<file path="config.mk">
export PLATFORM = sky130hd
export DESIGN_NAME = wwd_watchdog
export DESIGN_NICKNAME = d
export VERILOG_FILES = /design/src/hdl/wwd_pkg.sv /design/src/hdl/wwd_watchdog.sv
export VERILOG_INCLUDE_DIRS = /design/src /design/src/hdl
export SDC_FILE = /design/constraint.sdc
export NUM_CORES = 1
export LEC_CHECK = 0
export ABC_AREA = 1
export ABC_CLOCK_PERIOD_IN_PS = 2900
export BUFFER_PORTS_ARGS = -buffer_cell sky130_fd_sc_hd__buf_4
export CAP_MARGIN = 10
export CELL_PAD_IN_SITES_DETAIL_PLACEMENT = 0
export CELL_PAD_IN_SITES_GLOBAL_PLACEMENT = 2
export CORE_ASPECT_RATIO = 1.1
export CORE_MARGIN = 10
export CORE_UTILIZATION = 27
export CTS_CLUSTER_SIZE = 20
export DETAILED_ROUTE_END_ITERATION = 12
export PLACE_DENSITY_LB_ADDON = 0.1
export SLEW_MARGIN = 20
export SYNTH_ARGS = -nofsm -noshare
export SYNTH_HDL_FRONTEND = slang
export SYNTH_SLANG_ARGS = --single-unit
</file>
<file path="constraint.sdc">
create_clock -name mclk_i -period 2.9 [get_ports mclk_i]
set_clock_uncertainty 0.2 [all_clocks]
set_input_delay 0.145 -clock mclk_i [delete_from_list [all_inputs] [get_ports mclk_i]]
set_output_delay 0.145 -clock mclk_i [all_outputs]
set_load 0.005 [all_outputs]
</file>
<file path="src/hdl/wwd_map.svh">
`ifndef WWD_MAP_SVH
`define WWD_MAP_SVH

// Register indices; byte address is four times the index
`define WWD_IDX_CTRL 2'd0
`define WWD_IDX_STAT 2'd1
`define WWD_IDX_KEY 2'd2

// Control field positions
`define WWD_PER_LSB 0
`define WWD_PER_MSB 3
`define WWD_WIN_LSB 4
`define WWD_WIN_MSB 7

// Status field positions
`define WWD_BUSY_BIT 0
`define WWD_LOCK_BIT 7

// Highest valid duration code, and the shift that turns a code into clocks
`define WWD_CODE_MAX 4'hb
`define WWD_CODE_SHIFT 4'd2
`define WWD_LEN_MAX 14'h2000

// Watchdog clock edges needed to carry a write or a clear across
`define WWD_SYNC_TICKS 2'd2

// CPU instructions during which a protected write may follow the key
`define WWD_CCP_INSTR 3'd4

// Reset values and unlock key
`define WWD_STAT_RST 8'h00
`define WWD_UNLOCK_KEY 8'h5a

`endif

</file>
<file path="src/hdl/wwd_pkg.sv">
package wwd_pkg;

	typedef enum logic [1:0] {
		WWD_OFF,
		WWD_FIRST,
		WWD_CLOSED,
		WWD_OPEN
	} wwd_mode_t;

	typedef struct packed {
		logic ack;
		logic [31:0] rdata;
		logic [7:0] ctrl;
		logic [7:0] act;
		logic lock;
		logic busy;
		logic [7:0] pend;
		logic [1:0] sync_cnt;
		logic clr_busy;
		logic [1:0] clr_cnt;
		logic [2:0] ccp_cnt;
		wwd_mode_t mode;
		logic [13:0] cnt;
		logic dbg;
		logic tick;
		logic rst;
	} wwd_state_t;

endpackage

</file>
<file path="src/hdl/wwd_watchdog.sv">
`include "wwd_map.svh"

// Contract
// - Nonzero period code enables the watchdog; zero keeps it disabled. Here a nonzero window code still starts an 8K-clock time-out on debug exit.
// - Normal mode requests system reset when time-out passes without clear.
// - Every accepted clear restarts the counter for a fresh time-out.
// - Eleven durations, 8 to 8K watchdog clocks, chosen by period code.
// - Window code zero means Normal mode; nonzero means Window mode.
// - Clear during the closed period requests a system reset.
// - Open period follows closed period; total is closed plus open.
// - After enabling Window mode or debug exit, first clear starts closed period.
// - Clear takes two to three watchdog clocks; here it lands on the second watchdog clock edge; clears meanwhile are ignored.
// - Counter advances on the roughly 1 kHz watchdog oscillator clock.
// - Period and window writes are synchronised; busy flag high meanwhile.
// - Debug halt stops watchdog operation and resets the counter.
// - Leaving debug in Window mode runs one Normal-style time-out first.
// - Keeps running in sleep and can reset even if main clock fails; here all logic runs on mclk_i.
// - While lock is one, control register changes are rejected.
// - Software may only set lock; clearing only possible in debug mode.
// - Control resets from fuse; fuse-enabled watchdog sets lock at boot.
// - Protected write needs unlock key then write within four instructions.
// - Unprotected writes to protected fields are acked but change nothing.
// - Period, window and lock are all under timed-write protection.
// - Window field bits 7:4; codes 1..B give 8..8K clocks closed.
// - Period field bits 3:0; codes 1..B give 8..8K clocks open.
// - Busy at status bit 0 cleared when sync done; lock at bit 7.
module wwd_watchdog
	import wwd_pkg::*;
#(
	parameter logic [7:0] UNLOCK_KEY = `WWD_UNLOCK_KEY
) (
	input wire logic mclk_i,
	input wire logic srst_i,
	input wire logic wb_cyc_i,
	input wire logic wb_stb_i,
	input wire logic wb_we_i,
	input wire logic [3:0] wb_adr_i,
	input wire logic [3:0] wb_sel_i,
	input wire logic [31:0] wb_dat_i,
	output logic [31:0] wb_dat_o,
	output logic wb_ack_o,
	input wire logic watchdog_counter_clock_i,
	input wire logic watchdog_clear_instruction_i,
	input wire logic cpu_instr_i,
	input wire logic debug_halt_i,
	input wire logic [7:0] watchdog_config_fuse_i,
	output logic sys_reset_req_o
);

	// ****************************************************************
	// Duration decode
	// ****************************************************************

	// Reserved codes fall back to the longest span rather than hanging
	function automatic logic [13:0] span(input logic [3:0] code);
		logic [13:0] r;
		r = `WWD_LEN_MAX;
		if (code != 4'h0 && code <= `WWD_CODE_MAX) begin
			r = 14'h0001 << (code + `WWD_CODE_SHIFT);
		end
		return r;
	endfunction

	// Mode a freshly applied setting starts in
	function automatic wwd_mode_t start_mode(input logic [7:0] c);
		wwd_mode_t m;
		m = WWD_OFF;
		if (c[`WWD_PER_MSB:`WWD_PER_LSB] != 4'h0) begin
			m = (c[`WWD_WIN_MSB:`WWD_WIN_LSB] != 4'h0) ? WWD_FIRST :
				WWD_OPEN;
		end
		return m;
	endfunction

	// ****************************************************************
	// State
	// ****************************************************************

	wwd_state_t q;
	wwd_state_t d;
	wwd_state_t init;
	logic req;
	logic wr;
	logic tick;
	logic ccp_ok;
	logic clr_now;
	logic win_on;
	logic [13:0] plen;
	logic [13:0] wlen;
	logic [1:0] idx;
	logic ctrl_wr;

	// Request decode and watchdog clock edge detection
	assign req = wb_cyc_i & wb_stb_i;
	assign wr = req & wb_we_i & q.ack & wb_sel_i[0];
	assign idx = wb_adr_i[3:2];
	// Accepted control write; it must beat a sync finishing in the same cycle
	assign ctrl_wr = wr & (idx == `WWD_IDX_CTRL) & ccp_ok & ~q.lock;
	assign tick = watchdog_counter_clock_i & ~q.tick;
	assign ccp_ok = q.ccp_cnt != 3'd0;
	assign clr_now = tick & q.clr_busy &
		(q.clr_cnt == `WWD_SYNC_TICKS - 2'd1);
	assign win_on = q.act[`WWD_WIN_MSB:`WWD_WIN_LSB] != 4'h0;
	assign plen = span(q.act[`WWD_PER_MSB:`WWD_PER_LSB]);
	assign wlen = span(q.act[`WWD_WIN_MSB:`WWD_WIN_LSB]);

	// Fuse-loaded values taken while reset is held
	always_comb begin
		init = '0;
		init.ctrl = watchdog_config_fuse_i;
		init.act = watchdog_config_fuse_i;
		init.lock = watchdog_config_fuse_i[`WWD_PER_MSB:`WWD_PER_LSB] !=
			4'h0;
		init.mode = start_mode(watchdog_config_fuse_i);
		init.tick = watchdog_counter_clock_i;
		init.dbg = debug_halt_i;
	end

	// ****************************************************************
	// Next state
	// ****************************************************************

	always_comb begin
		d = q;
		d.ack = req & ~q.ack;
		d.rst = 1'b0;
		d.tick = watchdog_counter_clock_i;
		d.dbg = debug_halt_i;

		// Protection window closes after four executed instructions
		if (cpu_instr_i && ccp_ok) begin
			d.ccp_cnt = q.ccp_cnt - 3'd1;
		end

		// Read data is latched on the same edge that raises ack
		if (req && !q.ack) begin
			unique case (idx)
				`WWD_IDX_CTRL: d.rdata = {24'h0, q.ctrl};
				`WWD_IDX_STAT: begin
					d.rdata = {24'h0, `WWD_STAT_RST};
					d.rdata[`WWD_BUSY_BIT] = q.busy;
					d.rdata[`WWD_LOCK_BIT] = q.lock;
				end
				default: d.rdata = 32'h0;
			endcase
		end

		// Writes take effect on the edge where the master sees ack
		if (wr) begin
			unique case (idx)
				`WWD_IDX_KEY: begin
					if (wb_dat_i[7:0] == UNLOCK_KEY) begin
						d.ccp_cnt = `WWD_CCP_INSTR;
					end
				end
				`WWD_IDX_CTRL: begin
					// Locked or unprotected writes are acked and dropped
					if (ccp_ok && !q.lock) begin
						d.ctrl = wb_dat_i[7:0];
						d.pend = wb_dat_i[7:0];
						d.busy = 1'b1;
						d.sync_cnt = 2'd0;
						d.ccp_cnt = 3'd0;
					end
				end
				`WWD_IDX_STAT: begin
					if (ccp_ok) begin
						if (wb_dat_i[`WWD_LOCK_BIT]) begin
							d.lock = 1'b1;
						end else if (debug_halt_i) begin
							d.lock = 1'b0;
						end
						d.ccp_cnt = 3'd0;
					end
				end
				default: ;
			endcase
		end

		// A clear already crossing swallows any newer one
		if (watchdog_clear_instruction_i && !q.clr_busy &&
			!debug_halt_i) begin
			d.clr_busy = 1'b1;
			d.clr_cnt = 2'd0;
		end else if (tick && q.clr_busy) begin
			d.clr_busy = !clr_now;
			d.clr_cnt = q.clr_cnt + 2'd1;
		end

		// Counter only moves on watchdog clock edges, so sleep is harmless
		if (debug_halt_i) begin
			d.cnt = 14'h0;
		end else if (q.dbg && win_on) begin
			d.mode = WWD_FIRST;
			d.cnt = 14'h0;
		end else if (tick) begin
			unique case (q.mode)
				WWD_OFF: d.cnt = 14'h0;
				WWD_FIRST, WWD_OPEN: begin
					if (clr_now) begin
						d.mode = win_on ? WWD_CLOSED : WWD_OPEN;
						d.cnt = 14'h0;
					end else if (q.cnt == plen - 14'h1) begin
						d.rst = 1'b1;
						d.mode = start_mode(q.act);
						d.cnt = 14'h0;
					end else begin
						d.cnt = q.cnt + 14'h1;
					end
				end
				WWD_CLOSED: begin
					if (clr_now) begin
						d.rst = 1'b1;
						d.mode = WWD_FIRST;
						d.cnt = 14'h0;
					end else if (q.cnt == wlen - 14'h1) begin
						d.mode = WWD_OPEN;
						d.cnt = 14'h0;
					end else begin
						d.cnt = q.cnt + 14'h1;
					end
				end
			endcase
		end

		// New setting lands after two watchdog clock edges
		// A fresh write restarts the sync instead of being lost to the old one
		if (tick && q.busy && !ctrl_wr) begin
			if (q.sync_cnt == `WWD_SYNC_TICKS - 2'd1) begin
				d.act = q.pend;
				d.busy = 1'b0;
				d.mode = start_mode(q.pend);
				d.cnt = 14'h0;
			end else begin
				d.sync_cnt = q.sync_cnt + 2'd1;
			end
		end
	end

	// ****************************************************************
	// Registers and outputs
	// ****************************************************************

	// Whole state in one register; reset reloads from the fuse
	always_ff @(posedge mclk_i) begin
		if (srst_i) begin
			q <= init;
		end else begin
			q <= d;
		end
	end

	assign wb_ack_o = q.ack;
	assign wb_dat_o = q.rdata;
	assign sys_reset_req_o = q.rst;

endmodule

</file>
==> results.py, run 1 <==
metrics = {
    "final_layout": {
        "insertedDiodeCount": 0,
        "drive_gt1_share_pct": 23.25,
        "area_delta_synth_final_pct": 35.99,
        "num-nets-final": 916,
        "fillers": 1858,
        "final_core_util_pct": 37.54,
    },
    "clock_tree": {
        "cts.sinks": 62,
        "clockBufferDepth": 2,
        "clock_latency_ns": 0.33,
        "cts_buffers": 9,
        "tritoncts": "yes",
        "path_clk_slew_ns": 0.06,
        "htree_levels": 3,
        "root_buffer": "clkbuf_16",
    },
    "synthesis": {
        "synthCells": 732,
        "ys_async_sr_fraction_pct": 0,
        "yosysWarnings": 0,
        "netlist_area_um2": 4715,
        "ys_types": 50,
        "ys.flop_type": "dfxtp_1",
        "seq_area_frac_synth_pct": 29.94,
        "postSynthAreaPerCell_um2": 6.441,
        "synth-edff-count": 17,
        "synth-seq-cells": 62,
    },
    "worst_hold_path": {
        "min_from": "wb_dat_i[2]",
        "min_to": "q[47]",
        "min_path_cells": 3,
        "hp-class": "in -> reg",
    },
    "power": {
        "peakVddDrop_uv": 302.3,
        "power_density_nw_per_um2": 454.9,
        "power_leakage_nw": 3.037,
    },
    "worst_setup_path": {
        "cp_max_fo": 7,
        "crit_required_ns": 2.96,
        "worstSetupStartpointType": "flip-flop",
        "critPathKind": "reg -> reg",
        "rr_endpoint": "q[12]",
        "rrSetupSlack_ns": -0.15,
        "r2r-start": "q[43]",
        "reg2reg_depth": 19,
        "end_kind": "flip-flop",
        "cp_data_arrival_time_ns": 3.11,
    },
    "placed_design": {
        "io_buffers": 37,
        "hpwl_um": 11890,
        "gp_congestion": 0.8220,
    },
    "timing": {
        "slew_viol_final": 0,
        "min_period_ns": 3.049,
        "period_share_pct": 105.1,
        "hold_viol_final": 0,
        "fin_ws_ns": -0.1490,
        "slew_headroom_pct": 58.63,
        "worst_pin_slew_ns": 0.6126,
        "grt_setup_unrepaired": "true",
        "finalSetupViolCount": 16,
        "final.setup.tns_ns": -1.581,
        "fmax_mhz": 328.0,
    },
    "drt": {
        "vias": 4796,
        "first_pass_iters": 4,
        "routed_wl_um": 15040,
        "antenna_left": 0,
        "drc": 0,
        "viasPerCell": 4.400,
        "wl_per_cell_um": 13.80,
        "drt-initial-drc-count": 242,
    },
    "grt": {
        "grt_max_degree": 41,
        "antenna_found_initial": 0,
        "grt_overflow": 0,
        "grt_pass1_vias": 4785,
        "grt_pass1_wl_um": 24760,
        "grt_usage_pct": 13.17,
    },
    "status": {
        "status": "finished, violations left",
        "violations": "setup timing",
    },
    "floorplan": {
        "die_width_um": 146.0,
        "core_um2": 17080,
        "fp.dieArea_um2": 23150,
        "die_h_um": 158.6,
        "core.rowCount": 50,
        "pin_count": 91,
        "initial_core_util_pct": 27.60,
    },
    "run": {
        "drv_cap": 0,
    },
}
## logic make-up after synthesis
family / after synthesis / share of synthesized area (%)
buffers and inverters: 151 / 15.23
other: 1 / 0.07954
XOR/XNOR: 18 / 3.503
flip-flops: 62 / 29.94
AND/OR/NAND/NOR: 380 / 35.88
adder cells (fa/ha/maj): 8 / 2.123
AO/OA/AOI/OAI: 112 / 13.24
## cells in the final DEF (no fill, tap or decap), drive strengths merged
master and instances:
ha 8, xnor2 1, o31ai 2, o21a 2
nand3b 5, nor3 5, buf 114, and3 1
nor4 4, a21oi 40, o21bai 1, or2 1
o311ai 1, o22ai 1, clkbuf 9, xor2 17
o211ai 1, inv 102, clkinvlp 1, nor2 88
a21boi 1, a211oi 3, bufinv 2, o41ai 2
dfxtp 45, clkinv 4, nand4 8, nand3 56
edfxtp 17, o2111ai 1, conb 24, nor3b 1
o21ai 55, dlygate4sd3 19, a31oi 3, nand2 210
or3 1
## sequential cells by signal, summed over array words and instances (netlist names), named ones only
register	flops
sys_reset_req_o	1
q	51
wb_ack_o	1
wb_dat_o	8
## cells in the mapped netlist (4+ instances only)
library cell / n / area (um^2)
nor2_2: 6 / 37.54
edfxtp_1: 17 / 510.5
nand3b_1: 5 / 37.54
nand2_2: 4 / 25.02
xor2_1: 17 / 148.9
ha_1: 8 / 100.1
a21oi_1: 39 / 195.2
nand3_1: 50 / 250.2
buf_2: 4 / 20.02
inv_1: 101 / 379.1
o21ai_0: 50 / 250.2
nand3_2: 5 / 50.05
nand4_1: 8 / 50.05
clkbuf_1: 8 / 30.03
nor2_1: 79 / 296.5
dfxtp_1: 45 / 900.9
buf_4: 33 / 247.7
nand2_1: 204 / 765.7
nor3_1: 4 / 20.02
## worst max path at each step
stage                 end  slack (ns)  depth (start not counted)  start
floorplan           q[15]       -0.05                         19  q[42]
global placement    q[16]       -0.36                         20  q[42]
detailed placement  q[16]       -0.44                         20  q[43]
CTS                 q[10]       -0.10                         19  q[43]
global route        q[17]       -0.38                         22  q[43]
finish              q[12]       -0.15                         19  q[43]
## worst max-delay path, stage by stage, from the launching register on
cell,delay (ns)
edfxtp_1,0.43
ha_4,0.21
xnor2_4,0.23
buf_4,0.15
buf_4,0.09
nor2_1,0.04
buf_4,0.15
inv_1,0.07
nand2_1,0.05
nor2_1,0.08
nand2_1,0.07
or2_1,0.22
nand2_1,0.07
nor2_1,0.04
nand4_1,0.12
nand2_2,0.13
buf_12,0.16
o21ai_4,0.26
nand3_2,0.11
a21oi_2,0.12
## through the flow
stage               hold WS, ns  instances  power (W)  instance area, um^2  setup slack (ns)
floorplan              -0.02728        755   0.001447                 4855          -0.04912
global placement        0.07387       1046   0.001678                 5613           -0.3620
detailed placement      0.06758       1046   0.001677                 5613           -0.4439
CTS                   0.0004468       1088   0.002937                 6339           -0.1010
global route            0.01491       1090   0.003104                 6411           -0.3848
finish                 0.007266       1090   0.002917                 6411           -0.1490
## metal layers
layer  vias to the layer above  global-route usage [%]  wire [um]
met4                         0                   3.386        196
met2                        60                   24.08       7768
met3                        11                   2.839        373
met1                      2195                   15.32       6704
li1                       2530                       -          -
met5                         -                       0          0
## repair_timing
item                                   4_1_cts  5_1_grt
hold buffers                                19        0
gates resized for setup                     35       16
gates cloned                                 1        0
pin swaps                                   18        5
setup buffers                                6        2
setup endpoints to repair                   17       17
endpoints found under the hold margin       28        0
## where the power goes
group	internal (W)	switching, W	total, W	leakage (nW)
combinational	0.000309	0.000442	0.000752	2.35
clock	0.000755	0.000436	0.00119	0.156
sequential	0.000941	0.0000329	0.000974	0.535
total	0.00201	0.000911	0.00292	3.04
## final cells by class
type                       count  area, um^2  share of cell area, %
tap                          234       292.8                  4.567
timing repair buffer         133        1070                  16.69
clock buffer                   9       225.2                  3.513
multi-input combinational    543        2928                  45.67
sequential                    62        1411                  22.01
clock inverter                 7       98.84                  1.542
inverter                     102       385.4                  6.011
Note: power is estimated with default switching activity, not from simulation.
==> run 2: changes to the inputs <==
CAP_MARGIN = unset   (was 10)
CORE_MARGIN = 2   (was 10)
PLACE_DENSITY_LB_ADDON = 0.08   (was 0.1)
==> run 2 against run 1 <==
The run still ends with setup timing left. Final cell count did not move. Largest power group unchanged. Non-clock buffer count did not move. Clock power fell by 12%. Die area fell by 20%. Power fell by 5.1%. Count of clock-buffer cells in the layout rose by 1.
==> results.py, run 2 (synthesis results as in run 1) <==
metrics = {
    "floorplan": {
        "pin_count": 91,
        "core_um2": 17080,
        "die_h_um": 142.6,
        "fp.dieArea_um2": 18540,
        "core.rowCount": 50,
        "initial_core_util_pct": 27.60,
        "die_width_um": 130.0,
    },
    "run": {
        "drv_cap": 0,
    },
    "timing": {
        "hold_viol_final": 0,
        "finalSetupViolCount": 17,
        "fin_ws_ns": -0.1679,
        "worst_pin_slew_ns": 0.6466,
        "grt_setup_unrepaired": "true",
        "min_period_ns": 3.068,
        "fmax_mhz": 326.0,
        "period_share_pct": 105.8,
        "slew_viol_final": 0,
        "slew_headroom_pct": 56.33,
    },
    "final_layout": {
        "largest_register": "q",
        "largest_reg_flops": 51,
        "drive_gt1_share_pct": 22.55,
        "area_delta_synth_final_pct": 35.01,
        "final_common_cell": "nand2_1",
        "fin_area_um2": 6365,
        "final_cell_mix": "nand2_1, buf_4, inv_1",
        "num-nets-final": 916,
        "insertedDiodeCount": 0,
    },
    "grt": {
        "grt_overflow": 0,
        "antenna_found_initial": 0,
        "grt_max_degree": 41,
        "grt_pass1_vias": 4750,
        "grt_pass1_wl_um": 23630,
        "grt_usage_pct": 16.47,
    },
    "worst_setup_path": {
        "critPathBufInv": 3,
        "critPathMaxStageDelay_ns": 0.43,
        "cp_max_fo": 7,
        "crit_required_ns": 2.96,
        "crit_slowest_cell": "edfxtp_1",
        "worstSetupStartpointType": "flip-flop",
        "critPathKind": "reg -> reg",
        "path_cells": "ha_4, xnor2_4, nand3_4, nor2_4, nand2_2, ha_4, xor2_1, xor2_1, inv_1, nor2_1, nand3_1, nor2_1, nand4_1, nand2_2, buf_12, buf_12, o21ai_4, nand3_2, a21oi_1",
        "end_kind": "flip-flop",
        "cp_data_arrival_time_ns": 3.13,
        "crit_family": "simple AND/OR/NAND/NOR gates",
    },
    "drt": {
        "wl_per_cell_um": 13.48,
        "drc": 0,
        "routed_wl_um": 14690,
        "vias": 4782,
        "antenna_left": 0,
        "first_pass_iters": 4,
        "viasPerCell": 4.387,
        "drt-initial-drc-count": 194,
    },
    "placed_design": {
        "hpwl_um": 11490,
        "placed_area_um2": 5605,
        "gp_congestion": 0.8577,
        "io_buffers": 37,
    },
    "worst_hold_path": {
        "hp-class": "in -> reg",
    },
    "clock_tree": {
        "root_buffer": "clkbuf_16",
        "cts.sinks": 62,
        "clockBufferDepth": 2,
        "cts_buffers": 9,
        "clock_latency_ns": 0.34,
        "htree_levels": 3,
        "path_clk_slew_ns": 0.06,
        "tritoncts": "yes",
    },
    "status": {
        "status": "finished, violations left",
        "violations": "setup timing",
    },
    "power": {
        "peakVddDrop_uv": 325.8,
        "power.total_w": 0.002767,
        "power_density_nw_per_um2": 434.7,
        "power_leakage_nw": 3.026,
    },
}
-- run 2: power by group --
group / switching, W / leakage, nW / internal [W]
Combinational: 0.000440 / 2.35 / 0.000307
Sequential: 0.0000337 / 0.535 / 0.000941
Clock: 0.000438 / 0.143 / 0.000608
Total: 0.000912 / 3.03 / 0.00186
-- run 2: metal layers --
metal / vias to the layer above / wire (um) / track usage [%]
li1: 2530 / - / -
met1: 2171 / 6545 / 19.83
met2: 66 / 7608 / 30.23
met3: 15 / 355 / 2.632
met4: 0 / 179 / 4.075
met5: - / 0 / 0
-- run 2: stage by stage --
stage | TNS, ns | hold slack [ns] | worst slack, ns | instances | utilization [%]
global placement | -5.301 | 0.07720 | -0.3947 | 1045 | 32.82
finish | -1.555 | 0.01660 | -0.1679 | 1090 | 37.27
CTS | -0.8563 | 0.0004243 | -0.09671 | 1084 | 36.67
detailed placement | -5.425 | 0.07745 | -0.4031 | 1045 | 32.82
global route | -6.136 | 0.02581 | -0.4088 | 1090 | 37.27
floorplan | -0.4118 | -0.02728 | -0.04912 | 755 | -
-- run 2: worst paths after layout --
check | start | to | slack, ns | depth (start not counted)
worst max-delay path | q[42] | q[8] | -0.17 | 19
worst min register to register | wb_dat_o[1] | wb_dat_o[1] | 0.27 | 2
worst min-delay path | wb_dat_i[2] | q[29] | 0.02 | 5
worst max register to register | q[42] | q[8] | -0.17 | 19
-- run 2: final cells by class --
type	count	area [um^2]
Fill cell	1888	10710
Inverter	102	385.4
Multi-Input combinational cell	543	2909
Clock buffer	10	239.0
Sequential cell	62	1411
Clock inverter	6	45.04
Tap cell	234	292.8
Timing Repair Buffer	133	1082
-- run 2: what timing repair did --
| item | 4_1_cts | 5_1_grt |
|---|---|---|
| hold buffers | 19 | 0 |
| gates resized for setup | 34 | 12 |
| setup endpoints to repair | 17 | 17 |
| hold endpoints to repair | 27 | 0 |
| setup buffers | 3 | 6 |
| cloned | 1 | 0 |
| pin swaps | 19 | 11 |
-- run 2: tightest hold or removal path: cells and delay by family --
family                 cells  cell delay (ns)
buffers and inverters      3             0.23
AO/OA/AOI/OAI              2             0.13
